File: config.mk
export PLATFORM = sky130hd
export DESIGN_NAME = leo_ladder_ops
export DESIGN_NICKNAME = d
export VERILOG_FILES = /design/src/hdl/leo_pkg.sv /design/src/hdl/leo_ladder_ops.sv
export SDC_FILE = /design/constraint.sdc
export NUM_CORES = 1
export LEC_CHECK = 0
export ABC_AREA = 1
export ABC_CLOCK_PERIOD_IN_PS = 1600
export BUFFER_PORTS_ARGS = -buffer_cell sky130_fd_sc_hd__buf_4
export CAP_MARGIN = 10
export CORE_MARGIN = 2
export CORE_UTILIZATION = 37
export DETAILED_ROUTE_END_ITERATION = 8
export SYNTH_ARGS = -nofsm -noshare
export SYNTH_HDL_FRONTEND = slang
export SYNTH_SLANG_ARGS = --single-unit
File: constraint.sdc
create_clock -name clock -period 1.6 [get_ports clock]
set_clock_uncertainty 0.2 [all_clocks]
set_input_delay 0.32 -clock clock [delete_from_list [all_inputs] [get_ports clock]]
set_output_delay 0.32 -clock clock [all_outputs]
set_load 0.1 [all_outputs]
File: src/hdl/leo_pkg.sv
// Shared constants and carriers for the ladder edge, latch and pause block
package leo_pkg;
  localparam int unsigned POINT_COUNT = 32'h0000_0040;
  localparam int unsigned INDEX_W     = 32'h0000_0006;
  localparam int unsigned WORD_W      = 32'h0000_0010;
  localparam int unsigned BIT_SEL_W   = 32'h0000_0004;
  localparam int unsigned WORD_COUNT  = 32'h0000_0004;
  localparam int unsigned WORD_SEL_W  = 32'h0000_0002;
  localparam logic [WORD_SEL_W-1:0] WORD_SEL_LAST = 2'h3;

  // Operand classes of a latch target
  typedef enum logic [1:0] {
    OPND_POINT,
    OPND_TIMER,
    OPND_COUNTER
  } leo_opnd_type;

  // Latch request over a point range
  typedef struct packed {
    logic                 latchOn;
    logic                 latchOff;
    leo_opnd_type         opnd;
    logic [INDEX_W-1:0]   first;
    logic [INDEX_W-1:0]   last;
  } leo_latch_type;

  // Bit-of-word request
  typedef struct packed {
    logic                  wordBitLatchOn;
    logic                  wordBitLatchOff;
    logic [WORD_SEL_W-1:0] word;
    logic [BIT_SEL_W-1:0]  bitSel;
  } leo_wbit_type;

  // Output freeze request
  typedef struct packed {
    logic               freeze;
    logic [INDEX_W-1:0] first;
    logic [INDEX_W-1:0] last;
  } leo_freeze_type;
endpackage

File: src/hdl/leo_ladder_ops.sv
// Scan-driven one-shot contacts, latches, bit-of-word latches and output freeze
//
// How it works
// - Parallel falling one-shot closes one scan after its point falls.
// - Series rising one-shot ANDs rung with a one-scan rise pulse.
// - Series falling one-shot ANDs rung with a one-scan fall pulse.
// - Latch-on sets a point range for that scan only; the next scan reloads the image from rungImage.
// - Latch-off clears a point range for that scan only; the next scan reloads rungImage.
// - Timer and counter operands rejected by latch-on, accepted by latch-off.
// - Latch-on leaves points mapped to physical inputs untouched.
// - Word-bit latch-on sets bit 0..15 of a word until latch-off.
// - Word-bit latch-off clears the selected bit persistently.
// - Frozen outputs stop taking image values and are driven off.
// - Image keeps updating during freeze, frozen range included.
`timescale 1ns/1ps
`default_nettype none
module leo_ladder_ops #(
  parameter int unsigned POINTS = leo_pkg::POINT_COUNT
) (
  input  wire logic                        clock,
  input  wire logic                        reset,
  input  wire logic                        scanTick,
  input  wire logic [POINTS-1:0]           rungImage,
  input  wire logic [POINTS-1:0]           inputMapped,
  input  wire logic [leo_pkg::INDEX_W-1:0] contactSel,
  input  wire logic                        rungIn,
  input  wire leo_pkg::leo_latch_type      latchReq,
  input  wire leo_pkg::leo_wbit_type       wbitReq,
  input  wire leo_pkg::leo_freeze_type     freezeReq,
  input  wire logic [POINTS-1:0]           freezeOverride,
  output logic                             orFallingOneShot,
  output logic                             andRisingOneShot,
  output logic                             andFallingOneShot,
  output logic [POINTS-1:0]                image,
  output logic [POINTS-1:0]                physOut,
  output logic [leo_pkg::WORD_W-1:0]       memWord [leo_pkg::WORD_COUNT],
  output logic                             latchRejected
);
  logic [POINTS-1:0] image_q;
  logic [POINTS-1:0] prevImage_q;
  logic [POINTS-1:0] physOut_q;
  logic [POINTS-1:0] range_d;
  logic [POINTS-1:0] freezeRange_d;
  logic [POINTS-1:0] setMask_d;
  logic              onAllowed_d;
  logic              curPt;
  logic              prevPt;
  logic              orFall_q;
  logic              andRise_q;
  logic              andFall_q;
  logic              reject_q;
  logic [leo_pkg::WORD_W-1:0] mem_q [leo_pkg::WORD_COUNT];

  function automatic logic [POINTS-1:0] rangeMask(
    input logic [leo_pkg::INDEX_W-1:0] lo,
    input logic [leo_pkg::INDEX_W-1:0] hi
  );
    logic [POINTS-1:0] m;
    m = '0;
    for (int i = 0; i < POINTS; i++) begin
      m[i] = (i >= int'(lo)) && (i <= int'(hi));
    end
    return m;
  endfunction

  assign range_d       = rangeMask(latchReq.first, latchReq.last);
  assign freezeRange_d = rangeMask(freezeReq.first, freezeReq.last);
  assign onAllowed_d   = latchReq.opnd == leo_pkg::OPND_POINT;
  assign setMask_d     = range_d & ~inputMapped;
  assign curPt         = image_q[contactSel];
  assign prevPt        = prevImage_q[contactSel];

  // Image register: latch ops act only on a scan with the rung true
  always_ff @(posedge clock) begin
    if (reset) begin
      image_q <= '0;
    end else if (scanTick) begin
      image_q <= rungImage;
      if (rungIn && latchReq.latchOn && onAllowed_d) begin
        image_q <= rungImage | setMask_d;
      end else if (rungIn && latchReq.latchOff) begin
        image_q <= rungImage & ~range_d;
      end
    end
  end

  // Previous-scan copy of the image for edge detection
  always_ff @(posedge clock) begin
    if (reset) begin
      prevImage_q <= '0;
    end else if (scanTick) begin
      prevImage_q <= image_q;
    end
  end

  // One-shot contacts, held for one scan
  always_ff @(posedge clock) begin
    if (reset) begin
      orFall_q  <= 1'b0;
      andRise_q <= 1'b0;
      andFall_q <= 1'b0;
    end else if (scanTick) begin
      orFall_q  <= prevPt && !curPt;
      andRise_q <= rungIn && !prevPt && curPt;
      andFall_q <= rungIn && prevPt && !curPt;
    end
  end

  // Latch-on attempted with a timer or counter operand
  always_ff @(posedge clock) begin
    if (reset) begin
      reject_q <= 1'b0;
    end else if (scanTick) begin
      reject_q <= rungIn && latchReq.latchOn && !onAllowed_d;
    end
  end

  // Bit-of-word memory
  always_ff @(posedge clock) begin
    if (reset) begin
      for (int w = 0; w < leo_pkg::WORD_COUNT; w++) begin
        mem_q[w] <= '0;
      end
    end else if (scanTick && rungIn) begin
      if (wbitReq.wordBitLatchOn) begin
        mem_q[wbitReq.word][wbitReq.bitSel] <= 1'b1;
      end else if (wbitReq.wordBitLatchOff) begin
        mem_q[wbitReq.word][wbitReq.bitSel] <= 1'b0;
      end
    end
  end

  // Output transfer with freeze and per-point override
  always_ff @(posedge clock) begin
    if (reset) begin
      physOut_q <= '0;
    end else if (scanTick) begin
      if (freezeReq.freeze) begin
        physOut_q <= image_q & ~(freezeRange_d & ~freezeOverride);
      end else begin
        physOut_q <= image_q;
      end
    end
  end

  assign orFallingOneShot  = orFall_q;
  assign andRisingOneShot  = andRise_q;
  assign andFallingOneShot = andFall_q;
  assign image             = image_q;
  assign physOut           = physOut_q;
  assign memWord           = mem_q;
  assign latchRejected     = reject_q;

  AST_FALL_PULSE: assert property (@(posedge clock) disable iff (reset)
    scanTick && prevPt && !curPt |=> orFallingOneShot)
    else $error("falling one-shot missed");
  AST_RISE_AND: assert property (@(posedge clock) disable iff (reset)
    scanTick && !(rungIn && !prevPt && curPt) |=> !andRisingOneShot)
    else $error("rising one-shot closed without rise");
  AST_FALL_AND: assert property (@(posedge clock) disable iff (reset)
    scanTick && rungIn && prevPt && !curPt |=> andFallingOneShot)
    else $error("series falling one-shot missed");
  AST_LATCH_ON: assert property (@(posedge clock) disable iff (reset)
    scanTick && rungIn && latchReq.latchOn && onAllowed_d
    |=> (image & $past(setMask_d)) == $past(setMask_d))
    else $error("latch-on did not set range");
  AST_LATCH_OFF: assert property (@(posedge clock) disable iff (reset)
    scanTick && rungIn && latchReq.latchOff && !latchReq.latchOn
    |=> (image & $past(range_d)) == '0)
    else $error("latch-off did not clear range");
  AST_REJECT: assert property (@(posedge clock) disable iff (reset)
    scanTick && !onAllowed_d |=> image == $past(rungImage)
      || $past(!rungIn || !latchReq.latchOn))
    else $error("timer or counter latch-on took effect");
  AST_WBIT_ON: assert property (@(posedge clock) disable iff (reset)
    scanTick && rungIn && wbitReq.wordBitLatchOn
    |=> memWord[$past(wbitReq.word)][$past(wbitReq.bitSel)])
    else $error("word bit not set");
  AST_WBIT_OFF: assert property (@(posedge clock) disable iff (reset)
    scanTick && rungIn && wbitReq.wordBitLatchOff && !wbitReq.wordBitLatchOn
    |=> !memWord[$past(wbitReq.word)][$past(wbitReq.bitSel)])
    else $error("word bit not cleared");
  AST_FREEZE: assert property (@(posedge clock) disable iff (reset)
    scanTick && freezeReq.freeze
    |=> (physOut & $past(freezeRange_d & ~freezeOverride)) == '0)
    else $error("frozen output driven");
  AST_IMAGE_RUNS: assert property (@(posedge clock) disable iff (reset)
    scanTick && !rungIn |=> image == $past(rungImage))
    else $error("image stopped updating");
endmodule
`default_nettype wire

==> flow_summary.yaml, run 1 <==
clock_tree:
  clockBufferDepth: 3
  htree_num_levels: 1
  clk_latency_ns: 0.57
  clkTransAtPathRegs_ns: 0.06
  cts_sinks: 260
  cts_tree: "built"
  cts_buffers: 29
  cts_root_buffer: "clkbuf_16"
min_path:
  hold_end: "physOut[3]"
  worstHoldStart: "freezeOverride[3]"
  min_path_cells: 3
  hold_path_class: "in -> reg"
worst_setup_path:
  reg2reg_slack_ns: -0.11
  cp_slowest_cell: "dfxtp_4"
  cp_cell_sequence: "buf_8, buf_12"
  path_class: "reg -> out"
  critPathMaxFanout: 2
  cp-start-kind: "flop"
  slowest_delay_ns: 0.38
  r2r-end: "orFallingOneShot"
  crit_required_ns: 1.08
  arrival_ns: 1.26
  rr_worst_depth: 12
  timing.rr.start: "image[42]"
  worstSetupEndpointType: "primary output"
placed_design:
  post-place-ws_ns: -0.6069
  dp_cells: 3392
  placed_area_sq_um: 21260
  io_buffer_count: 434
  routabilityCongestion: 1.012
  post-dp-hpwl_mm: 64.58
logic_synthesis:
  post-synth-top-area-cell: "dfxtp_1"
  async_flop_share_pct: 0
  synth_most_common_cell: "nand2_1"
  yosysTopAreaCellShare_pct: 36.58
  ys_warn_count: 0
  ys_top_cells_by_area: "dfxtp_1 37%, nand2_1 16%, a21oi_1 10%, nand3_1 6.9%, o21ai_0 5.6%"
  synth-simple-area-share_pct: 30.65
  avgSynthCellArea_sq_um: 6.511
  yosys.cell_types.count: 40
  synth_fa_ha_area_share_pct: 0
  synth_compound_area_share_pct: 25.03
  synth_nets: 2424
  synth_commonest_cells: "596 x nand2_1, 284 x a21oi_1, 260 x dfxtp_1, 195 x nand3_1, 162 x nor2_1"
  syn_area_sq_um: 14230
  ys.flop_type: "dfxtp_1"
  ys_seq_area_share_pct: 36.58
  synth_cells: 2185
  synth_xor_area_share_pct: 0
  synthMuxAreaShare_pct: 0
  synth_top_family_by_area: "simple AND/OR/NAND/NOR gates"
  synth-edff-count: 0
  synth_seq_cells: 260
detailed_routing:
  wl_per_cell_microns: 25.59
  dr.pass1.iters: 9
  vias: 21710
  vias_per_cell: 5.930
  drc: 0
  totalWireLength_mm: 93.69
  drtIter0Drc: 2621
  drtAntennaViolNets: 0
cells_and_area:
  final_util_pct: 72.78
  fill_cells: 2746
  syn2layout_area_growth_pct: 93.13
  nNetsFinal: 3370
  final_area_sq_um: 27480
  layout-drive-gt1-share_pct: 41.62
  n_antenna_cell: 0
  stdcell_count: 3661
timing:
  setup_violations: 199
  period_needed_ns: 1.777
  slew_headroom_pct: 55.47
  timing.hold.ws_ns: -0.01633
  hold_viol_final: 1
  fin_crit_sh_pct: 111.1
  layout_setup_ws_ns: -0.1772
  slew_violations: 0
  setup_tns_ns: -9.905
  grt_setup_unrepaired: "true"
  fmax_ghz: 0.5627
  worst_pin_slew_ns: 0.6680
floorplan:
  initial_core_util_pct: 37.68
  die-area_sq_um: 40040
  core-area_sq_um: 37760
  die_x_microns: 200.1
  ioPinCount: 435
  num_rows: 71
  die_y_microns: 200.1
flow_run:
  drv_cap: 0
global_route:
  grt_pass1_vias: 21060
  grt_max_degree: 65
  antenna_found_initial: 1
  groute.usage.overall_pct: 44.64
  grt_pass1_wl_mm: 132.4
  grt-ovfl-total: 0
power:
  p_clk_share_pct: 36.1
  power_density_nw_per_um2: 698.6
  total_power_mw: 19.20
  internal_power_mw: 12.85
  ir_drop_mv: 0.6656
  leakage_nw: 11.56
  p_sw_mw: 6.343
  sw_frac_of_total_pct: 33.04
  power.share.combinational_pct: 28.9
  seq_power_share_pct: 35.0
outcome:
  status: "finished, violations left"
  violations: "negative hold slack, negative setup slack"
[layout make-up]
type	count	area (sq um)	area share (%)
Clock buffer	37	775.7	2.823
Clock inverter	13	162.7	0.5920
Inverter	128	489.2	1.780
Multi-Input combinational cell	1658	8346	30.37
Sequential cell	260	5710	20.78
Tap cell	511	639.4	2.327
Timing Repair Buffer	1054	11350	41.32
[per-layer routing]
layer | track usage (%) | wire (microns) | vias to the layer above
met4 | 30.40 | 8358 | 0
met5 | 0 | 0 | -
li1 | - | - | 9377
met3 | 10.52 | 10400 | 477
met1 | 53.86 | 33620 | 10210
met2 | 70.68 | 41310 | 1644
[worst max-delay path by stage]
stage / startpoint / end / slack, ns / cells past startpoint
2_1_floorplan: scanTick / flop / -0.06 / 9
3_3_place_gp: freezeReq[8] / physOut[57] / -0.64 / 8
3_5_place_dp: latchReq[3] / image[41] / -0.61 / 10
4_1_cts: image[51] / image[51] / -0.17 / 2
5_1_grt: image[51] / image[51] / -0.18 / 2
6_report: image[51] / image[51] / -0.18 / 2
[worst max-delay path, delay by kind of cell, from the launching register on]
family	cells	cell delay, ns
buffers and inverters	2	0.31
DFF	1	0.38
[layout by cell type, fill, tap and decap left out, types with 3 or more instances in the layout]
cell	n
a21oi_1	278
a21oi_2	6
a31o_2	13
buf_12	234
buf_4	668
buf_6	23
buf_8	21
bufinv_16	4
clkbuf_1	6
clkbuf_16	29
clkinv_1	5
clkinv_2	3
dfxtp_1	64
dfxtp_2	92
dfxtp_4	104
dlygate4sd3_1	108
inv_1	110
inv_2	15
nand2_1	569
nand2_2	21
nand2_4	6
nand3_1	169
nand3_2	26
nand4_1	8
nor2_1	142
nor2_2	13
nor2_4	14
nor3_1	68
nor3_4	4
o2111ai_1	4
o211ai_1	93
o21ai_0	139
o21ai_1	24
o21bai_1	8
o311ai_0	11
o311ai_1	6
o41ai_1	12
o41ai_2	4
[timing repair]
item / in CTS / in global routing
buffers inserted: 81 / 50
hold buffers: 108 / 0
pin swaps: 29 / 25
hold endpoints to repair: 102 / 0
resized for setup: 839 / 70
endpoints found under the setup margin: 200 / 224
[power by group through the flow]
| stage | registers (mW) | clock network (mW) | logic, mW |
|---|---|---|---|
| detailed placement | 6.82 | 0 | 4.49 |
| CTS | 6.73 | 6.82 | 5.22 |
| floorplan | 7.70 | 0 | 1.37 |
| finish | 6.72 | 6.93 | 5.55 |
| global route | 6.72 | 7.20 | 5.74 |
| global placement | 6.82 | 0 | 4.48 |
[kinds of logic after synthesis]
kind of cell | after synthesis
AND/OR/NAND/NOR | 1045
AO/OA/AOI/OAI | 613
buffers and inverters | 267
flip-flops | 260
(Power assumes the default switching activity.)
==> run 2, diff against run 1 <==
Settings changed: CORE_ASPECT_RATIO set to 1.1.
==> flow_summary.yaml, run 2 (same netlist as run 1, synthesis figures left out) <==
detailed_routing:
  drtAntennaViolNets: 0
  vias_per_cell: 5.915
  totalWireLength_mm: 93.27
  drtIter0Drc: 2707
  wl_per_cell_microns: 25.50
  drc: 0
  dr.pass1.iters: 8
  vias: 21630
timing:
  worst_pin_slew_ns: 0.6904
  period_needed_ns: 1.797
  setup_violations: 202
  grt_setup_unrepaired: "true"
  layout_setup_ws_ns: -0.1974
  slew_headroom_pct: 53.97
  hold_viol_final: 0
  slew_violations: 0
  fmax_ghz: 0.5563
  fin_crit_sh_pct: 112.3
clock_tree:
  cts_buffers: 29
  htree_num_levels: 1
  cts_sinks: 260
  cts_tree: "built"
  clockBufferDepth: 3
  clkTransAtPathRegs_ns: 0.06
  cts_root_buffer: "clkbuf_16"
  clk_latency_ns: 0.58
cells_and_area:
  final_common_cell: "buf_4"
  n_antenna_cell: 0
  fill_cells: 2908
  regArea_sq_um: 5699
  syn2layout_area_growth_pct: 92.18
  final_cell_mix: "657 x buf_4, 576 x nand2_1, 278 x a21oi_1"
  multi_input_area_sq_um: 8273
  nNetsFinal: 3376
  final_area_sq_um: 27340
  final_util_pct: 71.94
  layout-drive-gt1-share_pct: 41.24
worst_setup_path:
  crit_required_ns: 1.08
  cp-start-kind: "flop"
  arrival_ns: 1.28
  worstSetupEndpointType: "primary output"
  path_class: "reg -> out"
  critPathMaxFanout: 2
power:
  ir_drop_mv: 0.9820
  power.share.combinational_pct: 29.4
  total_power_mw: 19.01
  internal_power_mw: 12.71
  leakage_nw: 11.52
  seq_power_share_pct: 35.2
  sw_frac_of_total_pct: 33.17
  p_sw_mw: 6.308
  p_clk_share_pct: 35.5
  power_density_nw_per_um2: 695.4
outcome:
  violations: "negative setup slack"
  status: "finished, violations left"
global_route:
  grt_max_degree: 84
  antenna_found_initial: 3
  groute.usage.overall_pct: 44.45
  grt_pass1_wl_mm: 133.0
  grt-ovfl-total: 0
  grt_pass1_vias: 21230
floorplan:
  die_y_microns: 209.7
  ioPinCount: 435
  die-area_sq_um: 40040
  initial_core_util_pct: 37.44
  num_rows: 75
  die_x_microns: 191.0
  core-area_sq_um: 38010
placed_design:
  placed_area_sq_um: 21250
  routabilityCongestion: 1.043
  io_buffer_count: 434
  post-dp-hpwl_mm: 65.70
min_path:
  hold_path_class: "in -> reg"
flow_run:
  drv_cap: 0
run 2: worst paths after layout:
path | to | depth (start not counted) | slack [ns] | from
setup / recovery | image[48] | 2 | -0.20 | image[48]
hold / removal | physOut[43] | 4 | 0.004 | freezeOverride[43]
setup reg to reg | andRisingOneShot | 12 | -0.10 | image[19]
hold reg to reg | prevImage_q[55] | 2 | 0.26 | prevImage_q[55]
run 2: per-layer routing:
metal  vias up  wire length [microns]  track usage, %
met2      1593                  42240           72.14
met3       472                   9746           9.197
met4         4                   8374           31.86
met1     10170                  32870           51.96
met5         -                     33               0
li1       9391                      -               -
run 2: final cells by class:
class / instances / area share [%]
Sequential cell: 260 / 20.84
Timing Repair Buffer: 1060 / 41.45
Multi-Input combinational cell: 1658 / 30.26
Tap cell: 500 / 2.288
Inverter: 128 / 1.789
Clock buffer: 36 / 2.823
Clock inverter: 15 / 0.5537
run 2: power by group through the flow:
stage          Clock [mW]  Sequential [mW]  Combinational [mW]
4_1_cts              6.71             6.70                5.30
3_5_place_dp            0             6.82                4.50
2_1_floorplan           0             7.70                1.37
3_3_place_gp            0             6.82                4.50
6_report             6.74             6.69                5.58
5_1_grt              7.00             6.70                5.76
run 2: worst max-delay path: stages, from the launching register on:
cell	delay, ns
dfxtp_4	0.38
buf_8	0.14
buf_12	0.18
run 2: metrics by stage:
| stage | worst slack [ns] | std cells | TNS (ns) | hold WS (ns) |
|---|---|---|---|---|
| 6_report | -0.1974 | 3657 | -13.43 | 0.004119 |
| 2_1_floorplan | -0.06244 | 2185 | -0.6414 | 0.2410 |
| 5_1_grt | -0.2293 | 3657 | -16.38 | 0.02298 |
| 3_3_place_gp | -0.6389 | 3387 | -43.37 | 0.2462 |
| 3_5_place_dp | -0.5985 | 3387 | -45.95 | 0.2523 |
| 4_1_cts | -0.1826 | 3630 | -14.78 | 0.00005185 |
run 2: timing repair:
| action | CTS | global route |
|---|---|---|
| hold buffers | 117 | 0 |
| setup endpoints to repair | 200 | 227 |
| buffers inserted | 76 | 29 |
| pin swaps | 5 | 23 |
| endpoints found under the hold margin | 95 | 0 |
| resized for setup | 828 | 90 |
